[config.mk]
export PLATFORM = sky130hd
export DESIGN_NAME = als_readout
export DESIGN_NICKNAME = d
export VERILOG_FILES = /design/src/include/als_pkg.sv /design/src/core/als_i2c_slave.sv /design/src/core/als_readout.sv
export VERILOG_INCLUDE_DIRS = /design/src /design/src/include
export SDC_FILE = /design/constraint.sdc
export NUM_CORES = 1
export LEC_CHECK = 0
export ABC_AREA = 1
export BUFFER_PORTS_ARGS = -buffer_cell sky130_fd_sc_hd__buf_2
export CAP_MARGIN = 20
export CORE_MARGIN = 5
export CORE_UTILIZATION = 25
export CTS_CLUSTER_SIZE = 28
export DETAILED_ROUTE_END_ITERATION = 8
export SYNTH_ARGS = -nofsm -noshare
export SYNTH_HDL_FRONTEND = slang
export SYNTH_HIERARCHICAL = 1
export SYNTH_SLANG_ARGS = --single-unit
[constraint.sdc]
create_clock -name hclk -period 5 [get_ports hclk]
set_input_delay 0.25 -clock hclk [delete_from_list [all_inputs] [get_ports hclk]]
set_output_delay 0.25 -clock hclk [all_outputs]
set_load 0.005 [all_outputs]
[src/include/als_defines.svh]
// constants of the dual channel light sensor readout
// assumes a 100 MHz hclk and a 32-bit ahb-lite register bus
`ifndef ALS_DEFINES_SVH
`define ALS_DEFINES_SVH
// register byte offsets (haddr[7:0])
`define ALS_CTRL        8'h00
`define ALS_TIMING      8'h04
`define ALS_THR_LO      8'h08
`define ALS_THR_HI      8'h0c
`define ALS_PERS        8'h10
`define ALS_DATA        8'h14
`define ALS_STATUS      8'h18
`define ALS_MASK        8'h1c
`define ALS_INTCLR      8'h20
// ctrl fields
`define ALS_CTRL_EN     0
`define ALS_CTRL_INTEN  1
`define ALS_CTRL_ALERT  2
`define ALS_CTRL_GAIN   4
// status and mask fields
`define ALS_ST_DONE     0
`define ALS_ST_THR      1
// reset values
`define ALS_CTRL_RST    8'h03
`define ALS_TIMING_RST  8'h25
`define ALS_THR_LO_RST  16'h0000
`define ALS_THR_HI_RST  16'hffff
`define ALS_PERS_RST    4'h1
// timing: one integration cycle is 2.7 ms (750 kHz oscillator)
`define ALS_CLK_NS      10
`define ALS_OSC_KHZ     750
`define ALS_ICYC_NS     2700000
`define ALS_ICYC_CLKS   (`ALS_ICYC_NS / `ALS_CLK_NS)
// serial link addresses (own address arbitrary)
`define ALS_I2C_ADDR    7'h2a
`define ALS_ARA_ADDR    7'h0c
`endif

[src/include/als_pkg.sv]
// types of the dual channel light sensor readout
// assumes nothing beyond a systemverilog compiler
package als_pkg;
   typedef enum logic [6:0] {
      I2C_IDLE = 7'h01,
      I2C_ADDR = 7'h02,
      I2C_ACKA = 7'h04,
      I2C_WR   = 7'h08,
      I2C_ACKW = 7'h10,
      I2C_RD   = 7'h20,
      I2C_ACKR = 7'h40
   } als_i2c_fsm_t;

   typedef struct packed {
      als_i2c_fsm_t st;
      logic [3:0]   bitcnt;
      logic [7:0]   sh;
      logic         rw;
      logic         ara;
      logic [1:0]   ptr;
      logic [31:0]  snap;
      logic         scl_p;
      logic         sda_p;
      logic         oe_n;
   } als_i2c_st_t;

   typedef struct packed {
      logic        scl_m, scl_s, sda_m, sda_s;
      logic        p0_m, p0_s, p0_p, p1_m, p1_s, p1_p;
      logic        en, inten, alert;
      logic [1:0]  gain;
      logic [7:0]  icnt;
      logic [15:0] thr_lo, thr_hi;
      logic [3:0]  pers, oor;
      logic [18:0] tick;
      logic [7:0]  cyc;
      logic [15:0] acc0, acc1, res0, res1;
      logic [1:0]  stat, mask;
      logic        int_act;
      logic        a_wr;
      logic [7:0]  a_addr;
      logic [31:0] hrdata;
   } als_top_st_t;
endpackage

[src/core/als_i2c_slave.sv]
// serial link slave: address match, pointer write, result reads, alert response
// assumes scl and sda already pass two flip-flops on hclk
`timescale 1ns/1ps
`default_nettype none
`include "als_defines.svh"
module als_i2c_slave import als_pkg::*; (
   input  wire logic        hclk,
   input  wire logic        hresetn,
   input  wire logic        scl_s,
   input  wire logic        sda_s,
   input  wire logic [31:0] rd_data,
   input  wire logic        alert_act,
   output logic             sda_oe_n,
   output logic             ara_done
);
   als_i2c_st_t q;
   als_i2c_st_t n;
   logic        scl_rise;
   logic        scl_fall;
   logic        start_c;
   logic        stop_c;
   logic [7:0]  tx;

   // byte p of the snapshot word, low byte first
   function automatic logic [7:0] pick_byte(input logic [31:0] w, input logic [1:0] p);
      pick_byte = w[{p, 3'b000} +: 8];
   endfunction

   // link state machine on sampled scl edges
   always_comb begin
      n        = q;
      tx       = 8'h00;
      ara_done = 1'b0;
      n.scl_p  = scl_s;
      n.sda_p  = sda_s;
      scl_rise = scl_s & ~q.scl_p;
      scl_fall = ~scl_s & q.scl_p;
      start_c  = scl_s & q.scl_p & q.sda_p & ~sda_s;
      stop_c   = scl_s & q.scl_p & ~q.sda_p & sda_s;
      if (start_c) begin
         n.st     = I2C_ADDR;
         n.bitcnt = 4'h0;
         n.oe_n   = 1'b1;
      end else if (stop_c) begin
         n.st   = I2C_IDLE;
         n.oe_n = 1'b1;
      end else begin
         unique case (q.st)
            I2C_IDLE: n.oe_n = 1'b1;
            I2C_ADDR, I2C_WR: begin
               if (scl_rise) begin
                  n.sh     = {q.sh[6:0], sda_s};
                  n.bitcnt = q.bitcnt + 4'h1;
               end else if (scl_fall && q.bitcnt == 4'h8) begin
                  if (q.st == I2C_WR) begin
                     n.ptr  = q.sh[1:0];
                     n.oe_n = 1'b0;
                     n.st   = I2C_ACKW;
                  end else if (q.sh[7:1] == `ALS_I2C_ADDR) begin
                     n.oe_n = 1'b0;
                     n.rw   = q.sh[0];
                     n.ara  = 1'b0;
                     n.snap = rd_data; // whole word frozen for the read
                     n.st   = I2C_ACKA;
                  end else if (q.sh[7:1] == `ALS_ARA_ADDR && q.sh[0] && alert_act) begin
                     n.oe_n = 1'b0;
                     n.rw   = 1'b1;
                     n.ara  = 1'b1;
                     n.ptr  = 2'h0;
                     n.snap = {24'h0, `ALS_I2C_ADDR, 1'b0}; // alert answer
                     n.st   = I2C_ACKA;
                  end else begin
                     n.st = I2C_IDLE;
                  end
               end
            end
            I2C_ACKW: if (scl_fall) begin
               n.oe_n   = 1'b1;
               n.bitcnt = 4'h0;
               n.st     = I2C_WR;
            end
            I2C_ACKA, I2C_ACKR: begin
               if (scl_rise && q.st == I2C_ACKR && sda_s) begin
                  n.st = I2C_IDLE; // master nack ends the read
               end else if (scl_fall && q.rw) begin
                  tx       = pick_byte(q.snap, q.ptr);
                  n.oe_n   = tx[7];
                  n.sh     = {tx[6:0], 1'b0};
                  n.bitcnt = 4'h1;
                  n.ptr    = q.ptr + 2'h1;
                  n.st     = I2C_RD;
                  ara_done = q.ara & (q.st == I2C_ACKA);
               end else if (scl_fall) begin
                  n.oe_n   = 1'b1;
                  n.bitcnt = 4'h0;
                  n.st     = I2C_WR;
               end
            end
            I2C_RD: if (scl_fall) begin
               if (q.bitcnt == 4'h8) begin
                  n.oe_n = 1'b1;
                  n.st   = I2C_ACKR;
               end else begin
                  n.oe_n   = q.sh[7];
                  n.sh     = {q.sh[6:0], 1'b0};
                  n.bitcnt = q.bitcnt + 4'h1;
               end
            end
            default: n.st = I2C_IDLE;
         endcase
      end
   end

   // state register
   always_ff @(posedge hclk or negedge hresetn) begin
      if (!hresetn) begin
         q      <= '0;
         q.st   <= I2C_IDLE;
         q.scl_p <= 1'b1;
         q.sda_p <= 1'b1;
         q.oe_n <= 1'b1;
      end else begin
         q <= n;
      end
   end

   assign sda_oe_n = q.oe_n;
endmodule
`default_nettype wire

[src/core/als_readout.sv]
// dual channel light sensor readout: converters, results, threshold alarm, registers
// assumes ahb-lite master on hclk, converter pulses and link pins from outside hclk
//
// Contract
// - both channels integrate over one shared window that starts and ends together.
// - at the end of a cycle channel 0 takes the broadband count, channel 1 the infrared.
// - results change as a whole, so no read sees a half old, half new value.
// - after the transfer the next integration starts by itself.
// - a channel 0 result above the upper or below the lower threshold raises the interrupt.
// - only a run of out-of-window results as long as the persistence setting (a setting of 0 counts as 1) raises it.
// - in level style the interrupt stays asserted until the host clears it.
// - in alert style the interrupt follows the smbus alert response convention.
// - the interrupt pin is open drain, pulled low when asserted, released otherwise.
// - each channel result is presented as a 16-bit value.
// - the link runs at most 100 kHz in smbus use and 400 kHz in i2c use.
// - the host programs the analog gain and the integration time.
// - integration time is the cycle count times a 2.7 ms integration cycle; a count of 0 runs one cycle.
`timescale 1ns/1ps
`default_nettype none
`include "als_defines.svh"
module als_readout import als_pkg::*; #(
   parameter int unsigned INTEG_CYC_CLKS = `ALS_ICYC_CLKS
) (
   input  wire logic        hclk,
   input  wire logic        hresetn,
   input  wire logic        hsel,
   input  wire logic [31:0] haddr,
   input  wire logic [1:0]  htrans,
   input  wire logic        hwrite,
   input  wire logic [2:0]  hsize,
   input  wire logic [31:0] hwdata,
   input  wire logic        hready,
   output logic             hreadyout,
   output logic             hresp,
   output logic [31:0]      hrdata,
   output logic             irq,
   input  wire logic        scl_i,
   input  wire logic        sda_i,
   output logic             sda_o,
   output logic             sda_oe_n,
   input  wire logic        int_i,
   output logic             int_o,
   output logic             int_oe_n,
   input  wire logic        ch0_pulse_i,
   input  wire logic        ch1_pulse_i,
   output logic [1:0]       gain_o
);
   als_top_st_t q;
   als_top_st_t n;
   logic        e0;
   logic        e1;
   logic        conv_end;
   logic        out_win;
   logic        thr_hit;
   logic        clr_wr;
   logic        sel;
   logic        ara_done;
   logic [7:0]  cyc_last;
   logic [3:0]  pers_eff;
   logic [3:0]  oor_nx;
   localparam logic [7:0]  CTRL_RST  = `ALS_CTRL_RST;           // reset control word
   localparam logic [18:0] TICK_LAST = 19'(INTEG_CYC_CLKS - 1); // last tick of one cycle

   // one more converter count, held at full scale
   function automatic logic [15:0] sat_inc(input logic [15:0] v, input logic e);
      sat_inc = (e && v != 16'hffff) ? v + 16'h1 : v;
   endfunction

   // result outside the programmed window
   function automatic logic outside(input logic [15:0] v, input logic [15:0] lo,
                                    input logic [15:0] hi);
      outside = (v < lo) || (v > hi);
   endfunction

   // whole block state: syncs, converters, alarm, registers
   always_comb begin
      n        = q;
      conv_end = 1'b0;
      out_win  = 1'b0;
      thr_hit  = 1'b0;
      oor_nx   = q.oor;
      // two-flop pin synchronisers; link speed set by the host
      n.scl_m  = scl_i;
      n.scl_s  = q.scl_m;
      n.sda_m  = sda_i;
      n.sda_s  = q.sda_m;
      n.p0_m   = ch0_pulse_i;
      n.p0_s   = q.p0_m;
      n.p0_p   = q.p0_s;
      n.p1_m   = ch1_pulse_i;
      n.p1_s   = q.p1_m;
      n.p1_p   = q.p1_s;
      e0       = q.p0_s & ~q.p0_p;
      e1       = q.p1_s & ~q.p1_p;
      cyc_last = (q.icnt == 8'h00) ? 8'h00 : q.icnt - 8'h01;
      pers_eff = (q.pers == 4'h0) ? 4'h1 : q.pers;

      // shared integration window for both channels
      if (q.en) begin
         n.acc0 = sat_inc(q.acc0, e0); // 16-bit counts
         n.acc1 = sat_inc(q.acc1, e1);
         if (q.tick == TICK_LAST) begin
            n.tick = 19'h0;
            if (q.cyc >= cyc_last) begin // a shortened count ends the window at the end of the current cycle
               conv_end = 1'b1;
               n.cyc    = 8'h00;
            end else begin
               n.cyc = q.cyc + 8'h01;
            end
         end else begin
            n.tick = q.tick + 19'h1;
         end
      end else begin
         n.tick = 19'h0;
         n.cyc  = 8'h00;
         n.acc0 = 16'h0;
         n.acc1 = 16'h0;
      end

      // transfer both results at once, then restart
      if (conv_end) begin
         n.res0 = n.acc0;
         n.res1 = n.acc1;
         n.acc0 = 16'h0;
         n.acc1 = 16'h0;
      end

      // window test on channel 0 at the transfer
      if (conv_end) begin
         out_win = outside(n.res0, q.thr_lo, q.thr_hi);
         if (out_win) begin
            oor_nx = (q.oor == 4'hf) ? 4'hf : q.oor + 4'h1;
         end else begin
            oor_nx = 4'h0;
         end
         n.oor   = oor_nx;
         thr_hit = out_win && (oor_nx >= pers_eff);
      end

      // ahb-lite address phase: latch and answer reads
      sel      = hsel & hready & htrans[1];
      n.a_wr   = sel & hwrite & (hsize == 3'b010);
      n.a_addr = haddr[7:0];
      if (sel && !hwrite) begin
         unique case (haddr[7:0])
            `ALS_CTRL:   n.hrdata = {26'h0, q.gain, 1'b0, q.alert, q.inten, q.en};
            `ALS_TIMING: n.hrdata = {24'h0, q.icnt};
            `ALS_THR_LO: n.hrdata = {16'h0, q.thr_lo};
            `ALS_THR_HI: n.hrdata = {16'h0, q.thr_hi};
            `ALS_PERS:   n.hrdata = {28'h0, q.pers};
            `ALS_DATA:   n.hrdata = {q.res1, q.res0}; // one word, one snapshot
            `ALS_STATUS: n.hrdata = {30'h0, q.stat};
            `ALS_MASK:   n.hrdata = {30'h0, q.mask};
            `ALS_INTCLR: n.hrdata = {31'h0, q.int_act};
            default:     n.hrdata = 32'h0;
         endcase
         if (haddr[7:0] == `ALS_STATUS) begin
            n.stat = 2'b00; // read clears
         end
      end

      // ahb-lite data phase: register writes
      clr_wr = 1'b0;
      if (q.a_wr) begin
         unique case (q.a_addr)
            `ALS_CTRL: begin
               n.en    = hwdata[`ALS_CTRL_EN];
               n.inten = hwdata[`ALS_CTRL_INTEN];
               n.alert = hwdata[`ALS_CTRL_ALERT];
               n.gain  = hwdata[`ALS_CTRL_GAIN +: 2];
            end
            `ALS_TIMING: n.icnt   = hwdata[7:0];
            `ALS_THR_LO: n.thr_lo = hwdata[15:0];
            `ALS_THR_HI: n.thr_hi = hwdata[15:0];
            `ALS_PERS:   n.pers   = hwdata[3:0];
            `ALS_MASK:   n.mask   = hwdata[1:0];
            `ALS_INTCLR: clr_wr   = hwdata[0];
            default: ;
         endcase
      end

      // pin release: host clear in level style, alert response in alert style
      if ((clr_wr && !q.alert) || (ara_done && q.alert)) begin
         n.int_act = 1'b0;
      end

      // sticky events, a new event wins over a clear
      if (conv_end) begin
         n.stat[`ALS_ST_DONE] = 1'b1;
      end
      if (thr_hit) begin
         n.stat[`ALS_ST_THR] = 1'b1;
      end
      if (thr_hit && q.inten) begin
         n.int_act = 1'b1;
      end
   end

   // state register
   always_ff @(posedge hclk or negedge hresetn) begin
      if (!hresetn) begin
         q        <= '0;
         q.scl_m  <= 1'b1;
         q.scl_s  <= 1'b1;
         q.sda_m  <= 1'b1;
         q.sda_s  <= 1'b1;
         q.en     <= CTRL_RST[`ALS_CTRL_EN];
         q.inten  <= CTRL_RST[`ALS_CTRL_INTEN];
         q.alert  <= CTRL_RST[`ALS_CTRL_ALERT];
         q.icnt   <= `ALS_TIMING_RST;
         q.thr_lo <= `ALS_THR_LO_RST;
         q.thr_hi <= `ALS_THR_HI_RST;
         q.pers   <= `ALS_PERS_RST;
      end else begin
         q <= n;
      end
   end

   // serial link slave on the synchronised pins
   als_i2c_slave u_link (
      .hclk      (hclk),
      .hresetn   (hresetn),
      .scl_s     (q.scl_s),
      .sda_s     (q.sda_s),
      .rd_data   ({q.res1, q.res0}),
      .alert_act (q.int_act & q.alert),
      .sda_oe_n  (sda_oe_n),
      .ara_done  (ara_done)
   );

   // bus answers and pins
   assign hreadyout = 1'b1;
   assign hresp     = 1'b0;
   assign hrdata    = q.hrdata;
   assign irq       = |(q.stat & q.mask);
   assign sda_o     = 1'b0;
   assign int_o     = 1'b0;
   assign int_oe_n  = ~q.int_act; // open drain, low when asserted
   assign gain_o    = q.gain;
endmodule
`default_nettype wire

# --- After elaboration in Yosys (flattened, before gate mapping) ---
# Index checks and enable logic that the tools add are counted.
word_totals:
  input_bits: 79
  output_inout_bits: 41
  word_cells: 258
  ff_bits: 258
op_classes:
  bitwise_logic: 27
  n_mux: 77
  eq_ne: 51
  reduce_logical: 48
  add_sub_neg: 8
  shift: 1
  n_lt_le_gt_ge: 4
op_table:
  columns: ["cell", "n"]
  rows:
  - ["one-hot mux 32 bit (9 select lines)", 1]
  - ["2-to-1 mux 36 bit", 3]
  - ["2-to-1 mux 32 bit", 3]
  - ["2-to-1 mux 64 bit", 1]
  - ["2-to-1 mux 59 bit", 1]
  - ["equality test 8 x 5 -> 1 bit, second input constant", 6]
  - ["2-to-1 mux 48 bit", 1]
  - ["2-to-1 mux 7 bit", 6]
  - ["2-to-1 mux 19 bit", 2]
  - ["2-to-1 mux 12 bit", 3]
  - ["one-hot mux 7 bit (5 select lines)", 1]
  - ["2-to-1 mux 11 bit", 3]
  - ["adder 16 x 1 -> 16 bit, second input constant", 2]
  - ["equality test 8 x 4 -> 1 bit, second input constant", 4]
  - ["2-to-1 mux 16 bit", 2]
  - ["2-to-1 mux 8 bit", 4]
  - ["!= test 16 bit, second input constant", 2]
  - ["indexed part select 32 x 6 -> 8 bit", 1]
  - ["2-to-1 mux 1 bit", 27]
  - ["zero test 8 bit", 3]
  - ["one-hot mux 8 bit (3 select lines)", 1]
  - ["adder 19 x 1 -> 19 bit, second input constant", 1]
  - ["equality test 19 bit, second input constant", 1]
  - ["2-to-1 mux 2 bit", 9]
  - ["other kinds (50)", 128]

# --- Longest topological paths before layout ---
# Gate-level depths: netlist of run 1.
depth:
  ltp_word: 16
  depth_mapped: 39
  mapped_depth_nobuf: 39

# --- Modules after synthesis ---
# The synthesis of run 1 kept the hierarchy.
modules_own_cells:
  columns: ["module", "area_per_inst_um2", "seq_area_each_um2", "cells_each", "n_inst"]
  rows:
  - ["als_readout", 10405.0, 5037.3, 1267, 1]
  - ["als_i2c_slave", 3449.6, 1456.4, 447, 1]

# --- Worst setup path after synthesis of run 1 ---
# OpenSTA, ideal clock, no wires.
synth_timing:
  kind: "flip-flop to flip-flop"
  startpoint: "register q[177] (netlist name)"
  endpoint: "register q[41] (netlist name)"
  setup_time_ps: 117
  required_time_ps: 4883
  path_buffers: 1
  path_stages_with_launch: 34
  period_less_slack_ps: 4772
  arrival_ps: 4655
  setup_slack_ps: 228
  path_cell_list: "dfstp_2 inv_1 ha_1 nand2_1 inv_1 nand2_1 nor3_1 or2_2 ha_1 nand2_1 nand3_1 nand2_1 nand2_1 nand2_1 nand2_1 nand2_1 clkbuf_1 o21ai_0 ha_1 nand2_1 inv_1 nand3_1 nor3_1 nand4_1 o21ai_0 a21boi_1 ha_1 a21boi_0 o21ai_0 nand2_1 a21oi_1 nor2_1 nand3_1 nand2_1"

==> results of run 1 <==
[final cells by class]
cell class / instances / area (µm²)
clock buffer: 39 / 771
sequential: 258 / 6490
multi-input combinational: 1128 / 6140
clock inverter: 10 / 108
inverter: 251 / 953
timing repair inverter: 1 / 5.00
tap: 748 / 936
timing repair buffer: 140 / 990
fill: 5793 / 38600
[registers in the layout, summed over array words and instances (netlist names)]
register and count:
q 160, u_link/q 57, hrdata 32, n 6
gain_o 2, u_link/sda_oe_n 1
[cell usage after synthesis, types with 4 or more instances]
cell | instances | share of area [%]
nand2_2 | 12 | 0.54
ha_1 | 51 | 4.6
a31oi_1 | 7 | 0.32
nor3_1 | 38 | 1.4
o21ai_0 | 155 | 5.6
xnor2_1 | 6 | 0.38
nor2_4 | 7 | 0.57
clkbuf_1 | 31 | 0.84
nor2_1 | 127 | 3.4
dfstp_2 | 30 | 5.7
a22o_1 | 12 | 0.76
nor2_2 | 8 | 0.36
nor3_2 | 9 | 0.65
nor4_1 | 7 | 0.32
inv_2 | 17 | 0.46
nand2_1 | 398 | 11
a21oi_1 | 73 | 2.6
dfrtp_1 | 228 | 41
nand3_1 | 85 | 3.1
a221oi_1 | 6 | 0.38
xor2_1 | 15 | 0.95
o21ai_2 | 8 | 0.51
o22ai_1 | 15 | 0.68
inv_1 | 230 | 6.2
a211oi_1 | 7 | 0.38
buf_2 | 6 | 0.22
or2_2 | 5 | 0.23
nand2_4 | 4 | 0.33
buf_4 | 38 | 2.1
nand4_1 | 16 | 0.72
o21ai_1 | 12 | 0.43
[critical path: cells and delay by family, from the launching register on]
| kind | cells | cell delay [ns] |
|---|---|---|
| AOI/OAI and AO/OA | 12 | 1.63 |
| adders and majority gates | 4 | 1.03 |
| and+or+nand+nor | 11 | 0.78 |
| buffers and inverters | 7 | 0.64 |
| DFF | 1 | 0.53 |
[stage by stage]
stage | std cells | setup slack, ns | setup TNS (ns) | cell area, µm²
3_5_place_dp | 2491 | -0.0718 | -0.133 | 14900
4_1_cts | 2566 | 0.00652 | 0 | 16100
5_1_grt | 2575 | -0.0917 | -0.163 | 16400
3_3_place_gp | 2491 | -0.0795 | -0.145 | 14900
6_report | 2575 | 0.269 | 0 | 16400
2_1_floorplan | 1716 | 0.228 | 0 | 13900
[logic make-up (layout without fill, tap and decap cells)]
logic type	count (synthesis)	count (layout)	synth area share, %
DFF	258	258	46.9
buffers and inverters	330	441	10.4
other	2	4	0.0542
adders and majority gates	51	51	4.61
AOI/OAI and AO/OA	318	318	13.1
xor gates and xnor gates	21	21	1.33
and+or+nand+nor	734	734	23.7
[timing repair]
action | in CTS | in global routing
gates resized for setup | 5 | 51
pin swaps | 0 | 25
endpoints found under the hold margin | 133 | 0
setup buffers | 0 | 7
hold buffers | 26 | 0
endpoints found under the setup margin | 2 | 2
cloned | 0 | 2
[power groups by stage]
stage / Sequential [mW] / Clock [mW] / Combinational [mW]
3_3_place_gp: 2.35 / 0 / 0.547
3_5_place_dp: 2.36 / 0 / 0.564
5_1_grt: 2.34 / 2.17 / 0.681
2_1_floorplan: 2.33 / 0 / 0.413
4_1_cts: 2.32 / 2.07 / 0.582
6_report: 2.32 / 2.01 / 0.578
[path summary, 6_finish.rpt]
path,start,to,slack [ns],cells past startpoint
max reg2reg,q[177]$_DFFE_PN1P_,q[41]$_DFFE_PN0P_,0.27,34
min,hwdata[5],q[150]$_DFFE_PN1P_,0.03,3
max,q[177]$_DFFE_PN1P_,q[41]$_DFFE_PN0P_,0.27,34
min in group asynchronous,hresetn,q[47]$_DFFE_PN0N_,0.36,2
min reg2reg,n[194]$_DFF_PN0_,n[193]$_DFF_PN0_,0.35,0
max in group asynchronous,hresetn,u_link/q[33]$_DFFE_PN0P_,3.34,3
[layer usage]
metal / wire, µm / up-vias / GRT usage [%] / part of all wire [%]
met5: 0 / - / 0 / 0
met4: 814 / 0 / 2.40 / 2.2
met3: 2080 / 63 / 2.24 / 5.5
met2: 16500 / 345 / 19.2 / 44
met1: 18200 / 5615 / 17.9 / 48
li1: - / 5711 / - / -
==> results.cfg, run 1 <==
[status]
status = completed

[routing]
ant_nets = 0
vias = 11700
routed_via_density = 4.56
drt_iter0_markers = 869
drtPass1Iterations = 5
drt-total-wl_um = 37600
wl_per_cell_um = 14.6
route.detailed.drc = 0

[sta]
setup_violations = 0
min_period_ns = 4.73
min_period_over_period_pct = 94.6
fin_skew_ns = 0.0103
final_hold_viol_count = 0
fmax_mhz = 211
finalMaxSlewViolations = 0
slew_headroom_pct = 33.1
hold_ws_ns = 0.0297
max_slew.worst_pin.slew_ns = 1.00

[min_path]
hold_class = in -> reg

[grt]
antenna_found_initial = 0
grt_overflow = 0
grt_pass1_wl_um = 61100
first_global_vias = 11500
track_usage_pct = 12.3
grt_max_degree = 119

[cts]
h-tree-depth = 1
cts_made_buffers = 27
cts_sinks = 258
cts_buffer_depth = 3
worstSkewPairLatency_ns = 0.55
cts_tree = done
clk_pin_slew_ns = 0.06
root_buffer = clkbuf_16

[yosys]
synth_area_um2 = 13900
syn_avg_cell_area_um2 = 8.08
ys_warn_count = 6
synthDistinctLibCells = 62
async_flop_share_pct = 100
synthCells = 1714
synth-main-ff-cell = dfrtp_1
synth_edf_count = 0
yosysSeqAreaShare_pct = 46.9
synth-seq-cells = 258

[setup_path]
critical-path-max-stage-delay_ns = 0.53
critPathKind = reg -> reg
crit_slowest_cell = dfstp_2
end_kind = flop
worstPathRequired_ns = 5.43
cp_max_fo = 5
worst_ep_arrival_time_ns = 5.16
crit_path_start_kind = flop

[die]
io_pins = 120
coreArea_um2 = 55000
die_y_um = 245
initial_core_util_pct = 25.2
dieArea_um2 = 60200
die_x_um = 245
placementRows = 86

[placed_design]
gp_congestion = 0.919
hpwl_um = 27900
io_buffer_count = 73

[flow_run]
max_cap_violations = 0

[power_and_ir_drop]
pwr-share-comb_pct = 11.8
p_sw_mw = 1.33
seqPwrFrac_pct = 47.3
leakage_nw = 8.41
clkPwrFrac_pct = 41.0
ir_worst_vdd_mv = 0.220
p_int_mw = 3.59
finalPower_mw = 4.92
power.density_nw_per_um2 = 300
p_sw_share_pct = 27.0

[cells_and_area]
antenna_cells = 0
mostFrequentLayoutCell = nand2_1
fin_util_pct = 29.8
drive_above_1_share_pct = 16.6
synthToLayoutAreaGrowth_pct = 18.3
finalNetCount = 1937
final_cell_mix = 392 x nand2_1, 228 x dfrtp_1, 225 x inv_1
No activity file was read; power rests on OpenSTA's default activity.
==> run 2: changes to the inputs <==
Clock period 5 ns to 4.04 ns, I/O delays scaled along.
==> results.cfg, run 2 (synthesis gave the netlist of run 1 again) <==
[sta]
min_period_over_period_pct = 110
slew_headroom_pct = 37.9
rsz0062_at_grt = true
fin_ws_ns = -0.414
final_hold_viol_count = 0
fin_skew_ns = 0.0271
finalSetupTns_ns = -0.814
max_slew.worst_pin.slew_ns = 0.930
setup_violations = 2
min_period_ns = 4.45
finalMaxSlewViolations = 0
fmax_mhz = 225

[status]
status = finished, violations left
violations = setup timing

[power_and_ir_drop]
finalPower_mw = 6.41
power.density_nw_per_um2 = 373
ir_worst_vdd_mv = 0.321
leakage_nw = 8.84

[cts]
h-tree-depth = 1
cts_buffer_depth = 3
cts_tree = done
cts_sinks = 258
clk_pin_slew_ns = 0.06
root_buffer = clkbuf_16
worstSkewPairLatency_ns = 0.59
cts_made_buffers = 30

[routing]
drtPass1Iterations = 5
drt-total-wl_um = 40700
drt_iter0_markers = 962
vias = 11900
ant_nets = 0
routed_via_density = 4.52
route.detailed.drc = 0
wl_per_cell_um = 15.5

[die]
io_pins = 120
initial_core_util_pct = 25.2
die_x_um = 245
placementRows = 86
coreArea_um2 = 55000
die_y_um = 245
dieArea_um2 = 60200

[setup_path]
cp_common_cell = nand2_1
critPathKind = reg -> reg
worstPathRequired_ns = 4.51
crit_path_start_kind = flop
setup.worst_path.start = q[177]$_DFFE_PN1P_
cp_max_fo = 10
worst_ep_arrival_time_ns = 4.92
critical-path-max-stage-delay_ns = 0.53
reg2reg_from = q[177]$_DFFE_PN1P_
end_kind = flop
crit_slowest_cell = dfstp_2

[cells_and_area]
top_register = q
drive_above_1_share_pct = 20.6
antenna_cells = 0
largest_register_ffs = 160
nFillCells = 5807
synthToLayoutAreaGrowth_pct = 24.0
finalNetCount = 1987
fin_util_pct = 31.3
design_area_um2 = 17200
mostFrequentLayoutCell = nand2_1
final_cell_mix = 382 x nand2_1, 228 x dfrtp_1, 220 x inv_1

[grt]
grt_max_degree = 91
grt_overflow = 0
first_global_vias = 11800
grt_pass1_wl_um = 64300
antenna_found_initial = 0
track_usage_pct = 13.2

[placed_design]
io_buffer_count = 73
gp_congestion = 0.919
hpwl_um = 30300
place_area_um2 = 15400

[min_path]
hold_class = in -> reg
hold_start = hwdata[3]

[flow_run]
max_cap_violations = 0
[run 2: cell types whose count changed in the layout (fill, tap and decap cells not counted), sizes merged]
cell | previous run | this run
clkinvlp | 5 | 0
buf | 113 | 161
dlygate4sd3 | 26 | 27
bufinv | 2 | 1
clkbuf | 40 | 47
inv | 247 | 249
clkinv | 8 | 10
[run 2: worst paths after layout]
| kind | end | slack [ns] | cells past startpoint |
|---|---|---|---|
| max | q[41]$_DFFE_PN0P_ | -0.41 | 38 |
| min reg2reg | n[193]$_DFF_PN0_ | 0.35 | 0 |
| min | q[148]$_DFFE_PN1P_ | 0.01 | 3 |
| min in group asynchronous | q[127]$_DFF_PN0_ | 0.22 | 2 |
| max reg2reg | q[41]$_DFFE_PN0P_ | -0.41 | 38 |
| max in group asynchronous | u_link/sda_oe_n$_DFFE_PN1P_ | 2.86 | 3 |
[run 2: metal layers]
layer	part of all wire (%)	up-vias	GRT usage [%]
li1	-	5814	-
met1	46	5723	18.5
met2	46	273	21.5
met3	5.2	60	1.90
met4	2.3	0	3.59
met5	0	-	0
[run 2: area by class of cell]
class	count	area (µm²)	share of cell area, %
clock inverter	9	101	0.590
timing repair buffer	188	1430	8.31
inverter	251	955	5.55
sequential	258	6490	37.8
clock buffer	47	915	5.32
tap	748	936	5.45
multi-input combinational	1128	6360	37.0
[run 2: repair_timing]
item | in CTS | in global routing
setup endpoints to repair | 2 | 6
buffers inserted | 1 | 1
endpoints found under the hold margin | 122 | 0
gates resized for setup | 32 | 54
hold buffers | 27 | 0
cloned | 2 | 0
pin swaps | 24 | 38
[run 2: critical path: cells and delay by family (launching register included)]
| kind | cells | cell delay [ns] |
|---|---|---|
| AOI/OAI and AO/OA | 6 | 0.69 |
| DFF | 1 | 0.53 |
| and+or+nand+nor | 22 | 1.68 |
| adders and majority gates | 4 | 0.87 |
| buffers and inverters | 6 | 0.58 |
[run 2: report_power, final]
| group | total, mW | switching, mW | leakage (nW) | internal [mW] |
|---|---|---|---|---|
| clock network | 2.75 | 1.13 | 0.505 | 1.62 |
| registers | 2.87 | 0.129 | 3.25 | 2.74 |
| logic | 0.791 | 0.510 | 5.08 | 0.281 |
[run 2: metrics by stage]
stage,hold WS (ns),worst slack [ns],instances
6_report,0.0114,-0.414,2629
3_3_place_gp,0.266,-0.524,2540
4_1_cts,0.0117,-0.467,2626
2_1_floorplan,-0.0936,-0.231,1716
5_1_grt,0.0537,-0.793,2629
3_5_place_dp,0.283,-0.571,2540
